==> src/design/soft_strap_pkg.sv <==
// constants, types and decode helpers of the soft strap loader
// Functional notes
// software writes strap values after reset, then sets the done bit last
// setting done bit 15 makes an internal reset pulse and captures straps
// done bit is read/write, resets to 0; at 1 the reset sequence finishes
// bit 14 enables automatic crossover when 1, disables it when 0
// captured crossover value is copied to bit 15 of the PHY control register
// bits 13 and 12:11 form a code: forced modes or advertised abilities
// decoded code is latched into basic mode control and advertisement bits
// bit 10 set picks indicator mode 1, else mode 2 or 3 by control bits 6:5
// captured indicator value decides the indicator scheme in effect
// bits 14:10 default to the strap pin levels sampled at reset
package soft_strap_pkg;

    // ************************************************************
    // register indices (byte address is four times the index)
    // ************************************************************
    localparam logic [5:0] IDX_BASIC_MODE  = 6'h00;
    localparam logic [5:0] IDX_ADVERT      = 6'h04;
    localparam logic [5:0] IDX_SOFT_STRAP  = 6'h09;
    localparam logic [5:0] IDX_INDICATOR   = 6'h18;
    localparam logic [5:0] IDX_PHY_CONTROL = 6'h1C;
    localparam logic [5:0] IDX_LOADER      = 6'h1D;

    // ************************************************************
    // field positions
    // ************************************************************
    localparam int DONE_BIT       = 15;
    localparam int STRAP_LO       = 10;
    localparam int BMC_SPEED_BIT  = 13;
    localparam int BMC_NEG_BIT    = 12;
    localparam int BMC_DUPLEX_BIT = 8;
    localparam int ADV_LO         = 5;
    localparam int XOVER_BIT      = 15;
    localparam int LED_SEL_LO     = 5;
    localparam int LDR_BUSY_BIT   = 8;
    localparam int LDR_DONE_BIT   = 9;

    // ************************************************************
    // reset values and timing
    // ************************************************************
    localparam logic [4:0] ADV_SELECTOR    = 5'h01;
    localparam logic       OVERRIDE_RESET  = 1'h1;
    localparam logic [1:0] LED_SEL_RESET   = 2'h0;
    localparam int         CLK_PERIOD_NS   = 50;
    localparam int         PULSE_TIME_NS   = 200;
    localparam int         PULSE_CYCLES    =
        (PULSE_TIME_NS + CLK_PERIOD_NS - 1) / CLK_PERIOD_NS;
    localparam logic [2:0] PULSE_LAST      = 3'(PULSE_CYCLES - 1);
    localparam logic [1:0] IND_MODE_1      = 2'h1;
    localparam logic [1:0] IND_MODE_2      = 2'h2;
    localparam logic [1:0] IND_MODE_3      = 2'h3;

    // ************************************************************
    // types
    // ************************************************************
    typedef struct packed {
        logic       crossover;
        logic       negotiation_enable_strap;
        logic [1:0] link_mode_select;
        logic       indicator_scheme_select;
    } strap_t;

    // advertise order: 100 full, 100 half, 10 full, 10 half
    typedef struct packed {
        logic       negotiation_enable;
        logic       speed_100;
        logic       full_duplex;
        logic [3:0] advertise;
    } link_cfg_t;

    typedef enum logic [1:0] {
        st_unfinished,
        st_reset_pulse,
        st_complete
    } loader_state_t;

    function automatic link_cfg_t decode_link(input strap_t s);
        link_cfg_t c;
        c.negotiation_enable = s.negotiation_enable_strap;
        if (s.negotiation_enable_strap) begin
            unique case (s.link_mode_select)
                2'h0:    c.advertise = 4'h3;
                2'h1:    c.advertise = 4'hC;
                2'h2:    c.advertise = 4'h5;
                default: c.advertise = 4'hF;
            endcase
            c.speed_100   = c.advertise[3] | c.advertise[2];
            c.full_duplex = c.advertise[3] | c.advertise[1];
        end else begin
            c.speed_100   = s.link_mode_select[1];
            c.full_duplex = s.link_mode_select[0];
            c.advertise   = 4'h1 << {s.link_mode_select[1], s.link_mode_select[0]};
        end
        return c;
    endfunction

endpackage

==> src/design/soft_strap_config_loader.sv <==
// soft strap loader with apb register slave
`timescale 1ns/1ps

module soft_strap_config_loader
    import soft_strap_pkg::*;
(
    input  wire logic        pclk,
    input  wire logic        presetn,
    input  wire logic        psel,
    input  wire logic        penable,
    input  wire logic        pwrite,
    input  wire logic [11:0] paddr,
    input  wire logic [31:0] pwdata,
    input  wire logic [3:0]  pstrb,
    output logic      [31:0] prdata,
    output logic             pready,
    output logic             pslverr,
    input  wire strap_t      strap_pins,
    output logic             crossover_enable,
    output link_cfg_t        link_config,
    output logic      [1:0]  indicator_mode,
    output logic             internal_reset_pulse,
    output logic             reset_sequence_done
);

    // ************************************************************
    // state
    // ************************************************************
    loader_state_t state;
    loader_state_t next_state;
    logic          strap_sampled;
    strap_t        pin_value;
    strap_t        soft_value;
    strap_t        latched;
    logic          done_bit;
    logic          override_enable;
    logic [1:0]    led_select;
    logic [2:0]    pulse_count;

    // ************************************************************
    // apb decode
    // ************************************************************
    wire [5:0] idx         = paddr[7:2];
    wire       in_range    = (paddr[11:8] == 4'h0) && (paddr[1:0] == 2'h0);
    wire       hit_basic   = idx == IDX_BASIC_MODE;
    wire       hit_advert  = idx == IDX_ADVERT;
    wire       hit_soft    = idx == IDX_SOFT_STRAP;
    wire       hit_ind     = idx == IDX_INDICATOR;
    wire       hit_phy     = idx == IDX_PHY_CONTROL;
    wire       hit_loader  = idx == IDX_LOADER;
    wire       hit_any     = hit_basic | hit_advert | hit_soft
                           | hit_ind | hit_phy | hit_loader;
    wire       mapped      = in_range & hit_any;
    wire       setup_phase = psel & ~penable;
    wire       access_done = psel & penable & pready;
    wire       wr_ok       = access_done & pwrite & mapped;
    wire       wr_soft     = wr_ok & hit_soft & pstrb[1];
    wire       wr_ind      = wr_ok & hit_ind & pstrb[0];
    wire       wr_loader   = wr_ok & hit_loader & pstrb[0];

    // ************************************************************
    // soft strap register fields
    // ************************************************************
    // software owns bits 15:10 once strap defaults are in
    wire       next_done    = wr_soft ? pwdata[DONE_BIT] : done_bit;
    wire       done_rise    = wr_soft & pwdata[DONE_BIT] & ~done_bit;
    wire       done_clear   = wr_soft & ~pwdata[DONE_BIT];
    wire [4:0] written_bits = pwdata[DONE_BIT-1:STRAP_LO];

    always_ff @(posedge pclk or negedge presetn) begin
        if (!presetn) begin
            strap_sampled <= 1'b0;
            pin_value     <= '0;
            soft_value    <= '0;
        end else if (!strap_sampled) begin
            strap_sampled <= 1'b1;
            pin_value     <= strap_pins;
            soft_value    <= strap_pins;
        end else if (wr_soft) begin
            soft_value    <= strap_t'(written_bits);
        end
    end

    always_ff @(posedge pclk or negedge presetn) begin
        if (!presetn) begin
            done_bit <= 1'b0;
        end else begin
            done_bit <= next_done;
        end
    end

    always_ff @(posedge pclk or negedge presetn) begin
        if (!presetn) begin
            override_enable <= OVERRIDE_RESET;
            led_select      <= LED_SEL_RESET;
        end else begin
            if (wr_loader) begin
                override_enable <= pwdata[0];
            end
            if (wr_ind) begin
                led_select <= pwdata[LED_SEL_LO+1:LED_SEL_LO];
            end
        end
    end

    // ************************************************************
    // loader sequence
    // ************************************************************
    wire pulse_end = (state == st_reset_pulse) && (pulse_count == PULSE_LAST);

    always_comb begin
        next_state = state;
        unique case (state)
            st_unfinished: begin
                if (done_rise) begin
                    next_state = st_reset_pulse;
                end
            end
            st_reset_pulse: begin
                if (pulse_end) begin
                    next_state = st_complete;
                end
            end
            st_complete: begin
                if (done_clear) begin
                    next_state = st_unfinished;
                end
            end
        endcase
    end

    always_ff @(posedge pclk or negedge presetn) begin
        if (!presetn) begin
            state <= st_unfinished;
        end else begin
            state <= next_state;
        end
    end

    always_ff @(posedge pclk or negedge presetn) begin
        if (!presetn) begin
            pulse_count <= 3'h0;
        end else if (state == st_reset_pulse) begin
            pulse_count <= pulse_count + 3'h1;
        end else begin
            pulse_count <= 3'h0;
        end
    end

    // capture at end of pulse so a write that also sets done is seen
    wire    capture_now = pulse_end;
    wire    use_soft    = override_enable;
    strap_t capture_src;
    assign  capture_src = use_soft ? soft_value : pin_value;

    always_ff @(posedge pclk or negedge presetn) begin
        if (!presetn) begin
            latched <= '0;
        end else if (!strap_sampled) begin
            latched <= strap_pins;
        end else if (capture_now) begin
            latched <= capture_src;
        end
    end

    // ************************************************************
    // captured configuration outputs
    // ************************************************************
    link_cfg_t  decoded;
    logic [1:0] scheme;
    assign decoded = decode_link(latched);
    assign scheme  = latched.indicator_scheme_select ? IND_MODE_1 :
                     (led_select == 2'h0)            ? IND_MODE_2 :
                                                       IND_MODE_3;

    always_ff @(posedge pclk or negedge presetn) begin
        if (!presetn) begin
            crossover_enable     <= 1'b0;
            link_config          <= '0;
            indicator_mode       <= IND_MODE_2;
            internal_reset_pulse <= 1'b0;
            reset_sequence_done  <= 1'b0;
        end else begin
            crossover_enable     <= latched.crossover;
            link_config          <= decoded;
            indicator_mode       <= scheme;
            internal_reset_pulse <= next_state == st_reset_pulse;
            reset_sequence_done  <= next_state == st_complete;
        end
    end

    // ************************************************************
    // read data
    // ************************************************************
    wire [15:0] rd_basic  = (16'(link_config.speed_100)          << BMC_SPEED_BIT)
                          | (16'(link_config.negotiation_enable) << BMC_NEG_BIT)
                          | (16'(link_config.full_duplex)        << BMC_DUPLEX_BIT);
    wire [15:0] rd_advert = (16'(link_config.advertise) << ADV_LO)
                          | 16'(ADV_SELECTOR);
    wire [15:0] rd_soft   = {done_bit, soft_value, 10'h000};
    wire [15:0] rd_ind    = 16'(led_select) << LED_SEL_LO;
    wire [15:0] rd_phy    = 16'(crossover_enable) << XOVER_BIT;
    wire [15:0] rd_loader = (16'(reset_sequence_done)  << LDR_DONE_BIT)
                          | (16'(internal_reset_pulse) << LDR_BUSY_BIT)
                          | 16'(override_enable);

    wire [15:0] rd_value  = hit_basic  ? rd_basic  :
                            hit_advert ? rd_advert :
                            hit_soft   ? rd_soft   :
                            hit_ind    ? rd_ind    :
                            hit_phy    ? rd_phy    :
                            hit_loader ? rd_loader :
                                         16'h0000;
    wire        rd_ok     = setup_phase & ~pwrite & mapped;

    // ************************************************************
    // apb answer: one access cycle, no extra wait
    // ************************************************************
    always_ff @(posedge pclk or negedge presetn) begin
        if (!presetn) begin
            pready  <= 1'b0;
            pslverr <= 1'b0;
            prdata  <= 32'h0000_0000;
        end else begin
            pready  <= setup_phase;
            pslverr <= setup_phase & ~mapped;
            prdata  <= rd_ok ? {16'h0000, rd_value} : 32'h0000_0000;
        end
    end

endmodule

==> config.mk <==
export PLATFORM = sky130hd
export DESIGN_NAME = soft_strap_config_loader
export DESIGN_NICKNAME = d
export VERILOG_FILES = /design/src/design/soft_strap_pkg.sv /design/src/design/soft_strap_config_loader.sv
export SDC_FILE = /design/constraint.sdc
export NUM_CORES = 1
export LEC_CHECK = 0
export ABC_CLOCK_PERIOD_IN_PS = 2100
export BUFFER_PORTS_ARGS = -buffer_cell sky130_fd_sc_hd__buf_2
export CAP_MARGIN = 20
export CORE_ASPECT_RATIO = 1.25
export CORE_MARGIN = 4
export CORE_UTILIZATION = 48
export DETAILED_ROUTE_END_ITERATION = 6
export GPL_TIMING_DRIVEN = 0
export MAX_ROUTING_LAYER = met4
export PLACE_DENSITY = 0.8
export SYNTH_ARGS = -nofsm -noshare
export SYNTH_HDL_FRONTEND = slang
export SYNTH_SLANG_ARGS = --single-unit
==> constraint.sdc <==
create_clock -name pclk -period 2.1 [get_ports pclk]
set_input_delay 0.42 -clock pclk [delete_from_list [all_inputs] [get_ports pclk]]
set_output_delay 0.42 -clock pclk [all_outputs]
set_load 0.005 [all_outputs]
# Word-level counts from Yosys, hierarchy flattened

Index checks and enable logic that the tools add are counted.

Bits of input ports: 58
Logic and storage cells: 109
Bits in registers: 55

Add/subtract/negate cells: 1
Shift operators: 1
Mux-type cells: 22
Equality and inequality tests: 14
Reduce and logical (&&, ||, !) cells: 8
Bitwise operators: 34

Operator list:

| cell                 | number |
|---|---|
| $mux W16             | 6 |
| $mux W5              | 5 |
| $and A1 B1 Y1        | 18 |
| $eq A6 B5 Y1 const B | 3 |
| $or A14 B13 Y14      | 1 |
| $or A14 B9 Y14       | 1 |
| $pmux W4 S3          | 1 |
| $mux W10             | 1 |
| $or A10 B1 Y10       | 1 |
| $or A10 B9 Y10       | 1 |
| $logic_not A2 Y1     | 4 |
| $mux W2              | 4 |
| $or A1 B1 Y1         | 7 |
| $eq A2 B1 Y1 const B | 3 |
| $eq A2 B2 Y1 const B | 3 |
| $eq A6 B3 Y1 const B | 1 |
| $eq A6 B4 Y1 const B | 1 |
| $logic_not A6 Y1     | 1 |
| $mux W6              | 1 |
| $pmux W2 S3          | 1 |
| $not A1 Y1           | 5 |
| $logic_not A4 Y1     | 1 |
| $mux W4              | 1 |
| $ne A2 B1 Y1 const B | 2 |
| 6 further kinds      | 7 |

# Longest topological paths before layout

Gate-level depths: netlist (run 1).

Depth after elaboration: 15
Gate-level depth with buffers: 7

# Worst setup path before layout (run 1)

Ideal clock, no wire load.

Path type: input to register
Start point: input port paddr[11]
End point: register led_select[0]
Slack: 0.348 ns
Required time: 1.973 ns
Arrival time: 1.625 ns
Stages: 5
Path through: nor4_4 -> o2111ai_4 -> nor3_2 -> and2_1 -> mux2_1

Cells in the longest elaborated chain, start to end: 6

RTL lines:

| element                    | line                            | RTL |
|---|---|---|
| start, declared            | soft_strap_config_loader.sv:12  | `input wire logic [11:0] paddr,` |
| $logic_not A4 Y1           | soft_strap_config_loader.sv:44  | `wire in_range = (paddr[11:8] == 4'h0) && (paddr[1:0] == 2'h0);` |
| $logic_and A1 B1 Y1        | soft_strap_config_loader.sv:44  |  |
| $and A1 B1 Y1              | soft_strap_config_loader.sv:53  | `wire mapped = in_range & hit_any;` |
| $and A1 B1 Y1              | soft_strap_config_loader.sv:56  | `wire wr_ok = access_done & pwrite & mapped;` |
| $and A1 B1 Y1 (2 in a row) | soft_strap_config_loader.sv:58  | `wire wr_ind = wr_ok & hit_ind & pstrb[0];` |
| end signal, assigned       | soft_strap_config_loader.sv:101 | `led_select <= pwdata[LED_SEL_LO+1:LED_SEL_LO];` |
| end, declared              | soft_strap_config_loader.sv:37  | `logic [1:0] led_select;` |

No other way between the ends.
A chain may end at the register's enable or synchronous reset.

# Worst setup path after layout (run 1)

Start point: input port paddr[11]
End point: register led_select[1]

The elaborated chain is that of the path after synthesis.

==> run_results.csv, run 1 <==
group,metric,value,unit
clock_tree,numClockSinks,51,
timing,hold_viol_final,0,
timing,finalSetupTns,0,ns
yosys,ys_warn_count,0,
timing,skew,0.006329,ns
yosys,syn_inst,230,
power_and_ir_drop,power_density,638.1,mW/mm2
drt,drc,0,
drt,avgViaCountPerCell,4.809,
power_and_ir_drop,power_frac_seq,55.8,%
critical_path,path_cells,"buf_2 -> nor4_4 -> o2111ai_4 -> nor3_2 -> and2_1 -> mux2_1",
grt,antenna_found_initial,0,
cells_and_area,n_antenna_cell,0,
clock_tree,post_cts_buffers,0,
flow_run,cap_violations,0,
critical_path,crit_slowest_cell,"nor4_4",
min_path,holdCritStartpoint,"pwdata[5]",
clock_tree,cts_buffer_depth,2,
drt,vias,1813,
grt,grt_usage,16.10,%
timing,setup_violations,0,
grt,gr-total-overflow,0,
yosys,yosysTopAreaCell,"dfrtp_1",
min_path,min_path_type,"input port to register",
die,die_x,72.19,um
grt,grt.met2_usage,27.26,%
yosys,yosysSeqAreaShare,51.72,%
timing,period_share,83.97,%
place,port-buffer-count,58,
power_and_ir_drop,pwr-share-clk,30.4,%
drt,drt_iter0_markers,75,
status,status,"finished, final reports clean",
clock_tree,cts_tree,"yes",
grt,use_met3,3.750,%
grt,grt_pass1_wl,7.624,mm
yosys,synth_cell_types,42,
clock_tree,cts-root-buf,"clkbuf_8",
timing,rsz0062_at_grt,"false",
place,dp_hpwl,3.741,mm
power_and_ir_drop,switching_power,524.4,uW
yosys,synth_top_area_share,49.60,%
power_and_ir_drop,power_leakage,0.001580,uW
timing,min_period,1.763,ns
yosys,avgSynthCellArea,10.75,um2
power_and_ir_drop,switching_share,27.09,%
cells_and_area,drive_gt1_share,32.18,%
grt,grt_pass1_vias,1711,
timing,fmax,567.1,MHz
die,die-area,0.006370,mm2
die,start_util,50.77,%
clock_tree,clk_pin_slew,0.10,ns
drt,wl_per_cell,12.78,um
drt,firstDrtPassIters,4,
clock_tree,cts-buffers-inserted,5,
grt,grt_max_degree,52,
power_and_ir_drop,p_comb_share,13.8,%
critical_path,crit_start,"paddr[11]",
power_and_ir_drop,p_int,1412,uW
critical_path,crit_path_max_incr_delay,0.33,ns
critical_path,cp-end-kind,"register",
critical_path,r2r-start,"state[0]$_DFF_PN0_",
drt,finalWirelength,4.819,mm
cells_and_area,fillerInstances,407,
critical_path,critPathLaunchType,"input port",
die,std_cell_rows,28,
critical_path,path_max_fanout,5,
power_and_ir_drop,ir_drop,0.4219,mV
clock_tree,clk_latency,0.31,ns
yosys,synth_seq_cells,51,
die,die_y,88.24,um
grt,grt_util_met1,18.72,%
critical_path,crit_type,"input port to register",
yosys,synth_area,0.002472,mm2
power_and_ir_drop,finalPower,1936,uW
place,gp_congestion,0.8449,
die,io_pins,104,
timing,finalMaxSlewViolations,0,
cells_and_area,synthToLayoutAreaGrowth,22.72,%
drt,detail-route-antenna-nets,0,
die,design.core.area,0.004870,mm2
cells_and_area,utilization,62.31,%
critical_path,worstPathRequired,2.30,ns
clock_tree,h-tree-depth,2,
grt,grt-busiest-layer,"met2",
cells_and_area,nets,382,
yosys,synthTopCellsByArea,"dfrtp_1, buf_4, mux2i_1",
clock_tree,cts_resized,0,
critical_path,cp_data_arrival_time,1.96,ns
-- cell families (layout without fill, tap and decap cells) --
kind of cell / after synthesis / after routing / share of synthesized area, %
compound gates: 37 / 37 / 9.667
fa+ha+maj: 8 / 8 / 4.049
buf+inv: 34 / 102 / 8.198
flops: 51 / 51 / 51.72
mux: 18 / 18 / 7.743
other cells: 2 / 21 / 0.3038
simple gates: 80 / 80 / 18.32
-- sequential cells by signal (all words and copies together) (netlist names), 2 cells and up --
name and cells:
indicator_mode 2, latched 4, led_select 2, link_config 7, pin_value 5, prdata 12
pulse_count 3, rd_soft 5, state 2
-- final timing paths --
path,slack [ns],to,depth (start not counted)
setup / recovery,0.34,led_select[1]$_DFFE_PN0P_,6
hold / removal,0.32,led_select[0]$_DFFE_PN0P_,2
setup reg to reg,0.40,reset_sequence_done$_DFF_PN0_,6
hold reg to reg,0.38,link_config[6]$_DFF_PN0_,0
max in group asynchronous,1.04,indicator_mode[1]$_DFF_PN1_,3
min in group asynchronous,0.51,latched[1]$_DFFE_PN0P_,2
-- stage by stage --
| stage | area (um2) | instances | worst slack (ns) | hold slack (ns) |
|---|---|---|---|---|
| finish | 3034 | 377 | 0.3366 | 0.3241 |
| global route | 3034 | 377 | 0.2624 | 0.3259 |
| CTS | 3004 | 375 | 0.3538 | 0.3171 |
| detailed placement | 2909 | 367 | 0.03937 | 0.3655 |
| global placement | 2909 | 367 | 0.06333 | 0.3548 |
| floorplan | 2544 | 249 | 0.3477 | 0.1244 |
-- synthesized netlist by cell type, drive strengths merged --
library cell and number:
nand2b 2, and4b 1, conb 2, mux2i 12
nor2b 6, nand2 26, clkbuf 4, o21bai 1
and3b 1, or2 1, a32oi 1, o21ai 19
ha 8, and4 1, nor4b 1, dfstp 2
a21oi 7, nor2 23, a21o 1, nor4 2
inv 10, and3 4, o2111ai 1, a22oi 5
buf 20, o31a 1, a22o 1, and2 5
or3 1, nor3 3, mux2 6, nor3b 2
nand4 1, dfrtp 49
-- critical path, delay by kind of cell --
kind / cells / cell delay [ns]
AND/OR/NAND/NOR: 3 / 0.86
multiplexers: 1 / 0.33
AO/OA/AOI/OAI: 1 / 0.24
buffers and inverters: 1 / 0.11
-- final cells by class --
type / instances / area, um2 / share of cell area (%)
inverter: 10 / 37.54 / 1.237
multi-input combinational: 164 / 1062 / 35.01
sequential: 51 / 1279 / 42.14
buffer: 24 / 165.2 / 5.443
tap: 60 / 75.07 / 2.474
clock buffer: 5 / 68.82 / 2.268
clock inverter: 3 / 26.28 / 0.8660
timing repair buffer: 60 / 320.3 / 10.56
-- metal layers --
layer | vias to the layer above | wire (um)
met5 | - | 0
met4 | 0 | 77
met3 | 5 | 342
met2 | 60 | 2387
met1 | 842 | 2011
li1 | 906 | -
-- what timing repair did --
item	4_1_cts	5_1_grt
hold buffers	0	1
setup endpoints to repair	0	0
hold endpoints to repair	0	11
-- placed cells by master, fill, tap and decap left out, types with 3 or more instances in the layout --
master     n
clkbuf_8   5
conb_1    21
mux2_1     3
a21oi_1    6
buf_2     58
o21ai_0   14
inv_1     10
nand2_1   26
nor2_1    22
and3_1     4
mux2i_1   12
clkbuf_1   4
ha_1       8
and2_1     5
nor2b_1    6
a22oi_1    5
dfrtp_1   49
o21ai_1    5
buf_4     20
-- power groups by stage --
stage	Clock, uW	Combinational (uW)	Sequential [uW]
after floorplan	0	147	1090
after global placement	0	253	1100
after detailed placement	0	261	1100
after CTS	605	262	1080
after global routing	636	304	1090
final	588	267	1080
No activity file was read; power rests on OpenSTA's default activity.
==> run 2, diff against run 1 <==
--- a/config.mk
+++ b/config.mk
@@ -5,16 +5,16 @@
 export SDC_FILE = /design/constraint.sdc
 export NUM_CORES = 1
 export LEC_CHECK = 0
-export ABC_CLOCK_PERIOD_IN_PS = 2100
+export ABC_CLOCK_PERIOD_IN_PS = 1400
 export BUFFER_PORTS_ARGS = -buffer_cell sky130_fd_sc_hd__buf_2
 export CAP_MARGIN = 20
 export CORE_ASPECT_RATIO = 1.25
 export CORE_MARGIN = 4
-export CORE_UTILIZATION = 48
+export CORE_UTILIZATION = 43
 export DETAILED_ROUTE_END_ITERATION = 6
 export GPL_TIMING_DRIVEN = 0
 export MAX_ROUTING_LAYER = met4
-export PLACE_DENSITY = 0.8
+export PLACE_DENSITY = 0.76
 export SYNTH_ARGS = -nofsm -noshare
 export SYNTH_HDL_FRONTEND = slang
 export SYNTH_SLANG_ARGS = --single-unit
==> constraint.sdc (replaced) <==
create_clock -name pclk -period 1.4 [get_ports pclk]
set_input_delay 0.28 -clock pclk [delete_from_list [all_inputs] [get_ports pclk]]
set_output_delay 0.28 -clock pclk [all_outputs]
set_load 0.005 [all_outputs]
==> run_results.csv, run 2 (synthesis gave the netlist of run 1 again) <==
group,metric,value,unit
power_and_ir_drop,power_leakage,0.001667,uW
power_and_ir_drop,power_frac_seq,52.8,%
drt,vias,1885,
drt,wl_per_cell,13.97,um
timing,finalSetupTns,-1.003,ns
cells_and_area,n_antenna_cell,0,
cells_and_area,fin_area,0.003312,mm2
min_path,min_path_type,"input port to register",
timing,finalMaxSlewViolations,0,
critical_path,crit_start,"state[0]$_DFF_PN0_",
critical_path,r2r-start,"state[0]$_DFF_PN0_",
cells_and_area,fillerInstances,473,
cells_and_area,final_common_cell,"buf_2",
place,gp_congestion,0.8001,
timing,whs,0.2024,ns
power_and_ir_drop,ir_drop,0.4558,mV
critical_path,cp_data_arrival_time,1.75,ns
grt,grt_usage,16.16,%
die,design.core.area,0.005518,mm2
place,place_ws,-0.4500,ns
timing,fin_ws,-0.1496,ns
timing,period_share,110.7,%
drt,drt_iter0_markers,66,
cells_and_area,largest-register,"prdata",
clock_tree,cts_tree,"yes",
place,port-buffer-count,58,
die,io_pins,104,
die,die-area,0.007034,mm2
min_path,holdCritStartpoint,"pwdata[5]",
clock_tree,clk_latency,0.31,ns
power_and_ir_drop,p_comb_share,14.8,%
timing,fmax,645.3,MHz
cells_and_area,utilization,60.02,%
timing,setup_violations,17,
power_and_ir_drop,pwr-share-clk,32.4,%
drt,avgViaCountPerCell,4.883,
grt,antenna_found_initial,0,
min_path,holdPathStages,2,
clock_tree,numClockSinks,51,
critical_path,path_cells,"inv_2 -> ha_4 -> nor2b_4 -> a22o_1 -> a21oi_2 -> nor3_4",
grt,grt_pass1_vias,1852,
drt,finalWirelength,5.392,mm
status,violations,"setup timing",
power_and_ir_drop,switching_power,784.7,uW
cells_and_area,synthToLayoutAreaGrowth,33.96,%
min_path,whs_endpoint,"led_select[0]$_DFFE_PN0P_",
cells_and_area,largest_reg_flops,12,
critical_path,crit_slowest_cell,"dfrtp_2",
power_and_ir_drop,p_int,2305,uW
cells_and_area,final_cell_mix,"buf_2, dfrtp_1, buf_4, nand2_1, conb_1",
cells_and_area,drive_gt1_share,42.24,%
clock_tree,h-tree-depth,2,
grt,grt_pass1_wl,8.418,mm
critical_path,crit_type,"register to register",
clock_tree,cts-root-buf,"clkbuf_8",
timing,min_period,1.550,ns
timing,hold_viol_final,0,
timing,skew,0.01266,ns
critical_path,r2r_slack,-0.15,ns
grt,gr-total-overflow,0,
clock_tree,cts_buffer_depth,2,
critical_path,worstPathRequired,1.60,ns
flow_run,cap_violations,0,
status,status,"finished with violations",
drt,detail-route-antenna-nets,0,
timing,rsz0062_at_grt,"true",
die,die_y,92.78,um
place,placed_area,0.002943,mm2
critical_path,reg2reg_to,"internal_reset_pulse$_DFF_PN0_",
power_and_ir_drop,switching_share,25.40,%
cells_and_area,reg.largest.list,"prdata: 12 flops, link_config: 7 flops",
critical_path,crit_path_max_incr_delay,0.46,ns
grt,grt_max_degree,52,
die,std_cell_rows,30,
cells_and_area,nets,388,
drt,firstDrtPassIters,4,
critical_path,rr_worst_depth,6,
drt,drc,0,
critical_path,path_max_fanout,6,
critical_path,cp-end-kind,"register",
critical_path,critPathLaunchType,"register",
place,dp_hpwl,3.815,mm
power_and_ir_drop,power_density,932.8,mW/mm2
die,die_x,75.82,um
clock_tree,cts-buffers-inserted,5,
die,start_util,44.81,%
clock_tree,clk_pin_slew,0.10,ns
## run 2: cell count changes in the layout (fill, tap and decap cells not counted), sizes merged
cell      delta
clkinvlp     +1
buf          +7
clkbuf       -1
bufinv       +1
clkinv       -1
inv          -2
## run 2: timing repair
action                     CTS  global route
setup buffers                4             3
hold buffers                 0             1
hold endpoints to repair     0            11
gates cloned                 0             1
pin swaps                    7             9
setup endpoints to repair   22            19
gates resized for setup     25            16
## run 2: layout make-up
type / instances / area (um2) / area share [%]
buffer: 22 / 157.7 / 4.760
clock buffer: 5 / 68.82 / 2.078
clock inverter: 2 / 37.54 / 1.133
inverter: 10 / 37.54 / 1.133
multi-input combinational: 164 / 1212 / 36.61
sequential: 51 / 1280 / 38.65
tap: 64 / 80.08 / 2.418
timing repair buffer: 68 / 437.9 / 13.22
## run 2: worst max-delay path: cells and delay by family, from the launching register on
| family | cells | cell delay (ns) |
|---|---|---|
| AO/OA/AOI/OAI | 2 | 0.47 |
| adder cells (fa/ha/maj) | 1 | 0.22 |
| buffers and inverters | 1 | 0.08 |
| flip-flops | 1 | 0.46 |
| AND/OR/NAND/NOR | 2 | 0.21 |
## run 2: power groups by stage
stage / clock network [uW] / registers, uW / logic [uW]
floorplan: 0 / 1640 / 229
global placement: 0 / 1650 / 392
detailed placement: 0 / 1660 / 400
CTS: 1020 / 1630 / 432
global route: 1070 / 1640 / 518
finish: 1000 / 1630 / 459
## run 2: how the worst max path moves through the flow
stage                                          end  depth (start not counted)
floorplan                led_select[0]$_DFFE_PN0P_                          5
global placement         led_select[0]$_DFFE_PN0P_                          6
detailed placement       led_select[1]$_DFFE_PN0P_                          6
CTS                  reset_sequence_done$_DFF_PN0_                          6
global route         reset_sequence_done$_DFF_PN0_                          6
finish              internal_reset_pulse$_DFF_PN0_                          6
## run 2: stage by stage
step,cells,power [uW]
floorplan,249,1871
global placement,371,2045
detailed placement,371,2058
CTS,380,3083
global route,386,3234
finish,386,3090
## run 2: routing by layer
| metal | track usage [%] | vias to the layer above | wire, um | part of all wire (%) |
|---|---|---|---|---|
| li1 | - | 919 | - | - |
| met4 | 6.706 | 0 | 136 | 2.5 |
| met5 | - | - | 0 | 0 |
| met2 | 25.93 | 67 | 2630 | 49 |
| met3 | 3.909 | 11 | 342 | 6.3 |
| met1 | 19.01 | 888 | 2282 | 42 |
==> run 3, diff against run 2 <==
--- a/config.mk
+++ b/config.mk
@@ -5,6 +5,7 @@
 export SDC_FILE = /design/constraint.sdc
 export NUM_CORES = 1
 export LEC_CHECK = 0
+export ABC_AREA = 1
 export ABC_CLOCK_PERIOD_IN_PS = 1400
 export BUFFER_PORTS_ARGS = -buffer_cell sky130_fd_sc_hd__buf_2
 export CAP_MARGIN = 20
@@ -15,6 +16,7 @@
 export GPL_TIMING_DRIVEN = 0
 export MAX_ROUTING_LAYER = met4
 export PLACE_DENSITY = 0.76
+export SLEW_MARGIN = 40
 export SYNTH_ARGS = -nofsm -noshare
 export SYNTH_HDL_FRONTEND = slang
 export SYNTH_SLANG_ARGS = --single-unit
==> run_results.csv, run 3 <==
group,metric,value,unit
yosys,avgSynthCellArea,9.281,um2
timing,worstMarginPinSlew,0.8495,ns
cells_and_area,nets,427,
clock_tree,h-tree-depth,2,
critical_path,cp-end-kind,"register",
yosys,yosysMostFrequentCell,"dfrtp_1",
grt,use_met3,4.528,%
cells_and_area,fin_area,0.003318,mm2
grt,grt.met2_usage,27.00,%
critical_path,r2r-start,"pulse_count[0]$_DFF_PN0_",
clock_tree,numClockSinks,51,
critical_path,r2r_slack,0,ns
status,violations,"hold timing, setup timing",
drt,avgViaCountPerCell,4.756,
drt,finalWirelength,5.789,mm
die,start_util,45.08,%
place,place_inst,409,
clock_tree,cts_buffer_depth,2,
yosys,synth_common_cells,"dfrtp_1, nand2_1, inv_1, nor2_1, buf_4",
place,gp_congestion,0.8932,
power_and_ir_drop,power_leakage,0.001719,uW
timing,max-slew-margin-rel,42.84,%
power_and_ir_drop,power_density,1191,mW/mm2
yosys,async_reset_ff_share,100.0,%
cells_and_area,final_common_cell,"buf_2",
timing,period_share,103.5,%
timing,min_period,1.449,ns
yosys,synthTopCellsByArea,"dfrtp_1, nand2_1, buf_4",
cells_and_area,n_antenna_cell,0,
clock_tree,cts-buffers-inserted,5,
power_and_ir_drop,ir_drop,0.5736,mV
timing,fin_ws,-0.04857,ns
clock_tree,cts-root-buf,"clkbuf_8",
place,dp_hpwl,4.091,mm
timing,whs,-0.01046,ns
drt,vias,2026,
clock_tree,clk_latency,0.30,ns
drt,wl_per_cell,13.59,um
flow_run,cap_violations,0,
grt,gr-total-overflow,0,
yosys,synth_seq_cells,51,
cells_and_area,fin_cells,426,
grt,grt-busiest-layer,"met2",
critical_path,cp_data_arrival_time,1.64,ns
status,status,"finished with violations",
die,die_x,76.03,um
yosys,synth_top_area_share,49.30,%
die,std_cell_rows,30,
cells_and_area,largest-register,"prdata",
grt,grt_util_met1,18.31,%
grt,grt_pass1_wl,8.990,mm
cells_and_area,synthToLayoutAreaGrowth,33.40,%
timing,skew,0.006645,ns
place,port-buffer-count,58,
cells_and_area,largest_reg_flops,12,
cells_and_area,final_cell_mix,"buf_2, dfrtp_1, nand2_1, buf_4, inv_1",
grt,grt_usage,16.09,%
drt,firstDrtPassIters,4,
place,placed_area,0.002954,mm2
critical_path,rr_worst_depth,9,
cells_and_area,utilization,60.14,%
die,die-area,0.007073,mm2
drt,detail-route-antenna-nets,0,
yosys,synth_area,0.002487,mm2
power_and_ir_drop,finalPower,3950,uW
yosys,synth_cell_types,37,
drt,drt_iter0_markers,108,
critical_path,worstPathRequired,1.59,ns
min_path,min_path_type,"input port to async pin",
critical_path,critPathLaunchType,"input port",
timing,fmax,690.3,MHz
yosys,ys_warn_count,0,
yosys,syn_inst,268,
critical_path,path_max_fanout,5,
yosys,yosysTopAreaCell,"dfrtp_1",
timing,setup_violations,6,
die,die_y,93.04,um
critical_path,reg2reg_to,"internal_reset_pulse$_DFF_PN0_",
yosys,yosysSeqAreaShare,51.41,%
die,design.core.area,0.005518,mm2
timing,rsz0062_at_grt,"true",
clock_tree,cts_tree,"yes",
clock_tree,clk_pin_slew,0.08,ns
timing,finalMaxSlewViolations,0,
grt,antenna_found_initial,0,
yosys,synth_edf_count,0,
critical_path,endpoint,"prdata[5]$_DFF_PN0_",
timing,hold_viol_final,18,
drt,drc,0,
cells_and_area,reg.largest.list,"prdata: 12 flops, link_config: 7 flops",
yosys,ys.flop_type,"dfrtp_1",
die,io_pins,104,
cells_and_area,drive_gt1_share,40.61,%
clock_tree,postCtsHoldBufs,0,
grt,grt_pass1_vias,2021,
grt,grt_max_degree,52,
critical_path,crit_type,"input port to register",
critical_path,crit_start,"paddr[2]",
## run 3: changes by cell type after synthesis, moves of 5 or more
cell	previous run	this run
nand2_1	26	43
and2_1	5	0
a31oi_1	0	6
o211ai_1	0	5
nor2_1	22	27
inv_1	10	33
nor2b_1	6	0
mux2i_1	12	0
nor2_2	0	7
## run 3: worst max-delay path, cell delays in order
cell	delay, ns
buf_8	0.10
nor2_4	0.20
nand2_1	0.08
nor4_1	0.65
or2_4	0.28
nor2_2	0.04
## run 3: cells by family (layout without fill, tap and decap cells)
group	Yosys count	in the layout	synth area share, %
adder cells (fa/ha/maj)	8	8	4.024
AND/OR/NAND/NOR	98	99	19.72
flip-flops	51	51	51.41
AO/OA/AOI/OAI	50	50	12.63
other	2	21	0.3019
buffers and inverters	59	133	11.92
## run 3: power by group
group / switching, uW / internal [uW] / total (uW)
combinational: 643 / 519 / 1160
sequential: 126 / 1660 / 1790
clock: 467 / 535 / 1000
total: 1240 / 2710 / 3950
## run 3: repair_timing
| item | 4_1_cts | 5_1_grt |
|---|---|---|
| cloned | 0 | 1 |
| pin swaps | 2 | 22 |
| gates resized for setup | 8 | 47 |
| endpoints found under the setup margin | 21 | 28 |
| buffers inserted | 3 | 6 |
## run 3: worst min-delay path by stage
| stage | startpoint | to | slack, ns | cells after the start |
|---|---|---|---|---|
| after CTS | presetn | internal_reset_pulse$_DFF_PN0_ | 0.01 | 1 |
| after detailed placement | presetn | pslverr$_DFF_PN0_ | 0.34 | 1 |
| after global placement | latched[4]$_DFFE_PN0P_ | crossover_enable$_DFF_PN0_ | 0.36 | 0 |
| after floorplan | presetn | crossover_enable$_DFF_PN0_ | -0.02 | 0 |
| after global routing | presetn | prdata[10]$_DFF_PN0_ | 0.03 | 1 |
| final | presetn | pslverr$_DFF_PN0_ | -0.01 | 1 |
## run 3: routing by layer
layer,vias up,routed length (um)
met4,0,120
met1,925,2220
met5,-,0
li1,1014,-
met3,9,391
met2,78,3056
## run 3: metrics by stage
step,setup TNS [ns],worst slack (ns)
2_1_floorplan,-0.02757,-0.01532
3_3_place_gp,-5.690,-0.3175
3_5_place_dp,-6.933,-0.3482
4_1_cts,-0.001925,-0.001925
5_1_grt,-0.7285,-0.1161
6_report,-0.1841,-0.04857
## run 3: area by class of cell
| cell class | count | area, um2 |
|---|---|---|
| repair buffers | 67 | 385.4 |
| clock inverters | 1 | 30.03 |
| plain buffers | 22 | 160.2 |
| fillers | 462 | 2200 |
| clock buffers | 7 | 76.32 |
| inverters | 36 | 138.9 |
| flip-flops and latches | 51 | 1280 |
| multi-input cells | 178 | 1167 |
| well taps | 64 | 80.08 |
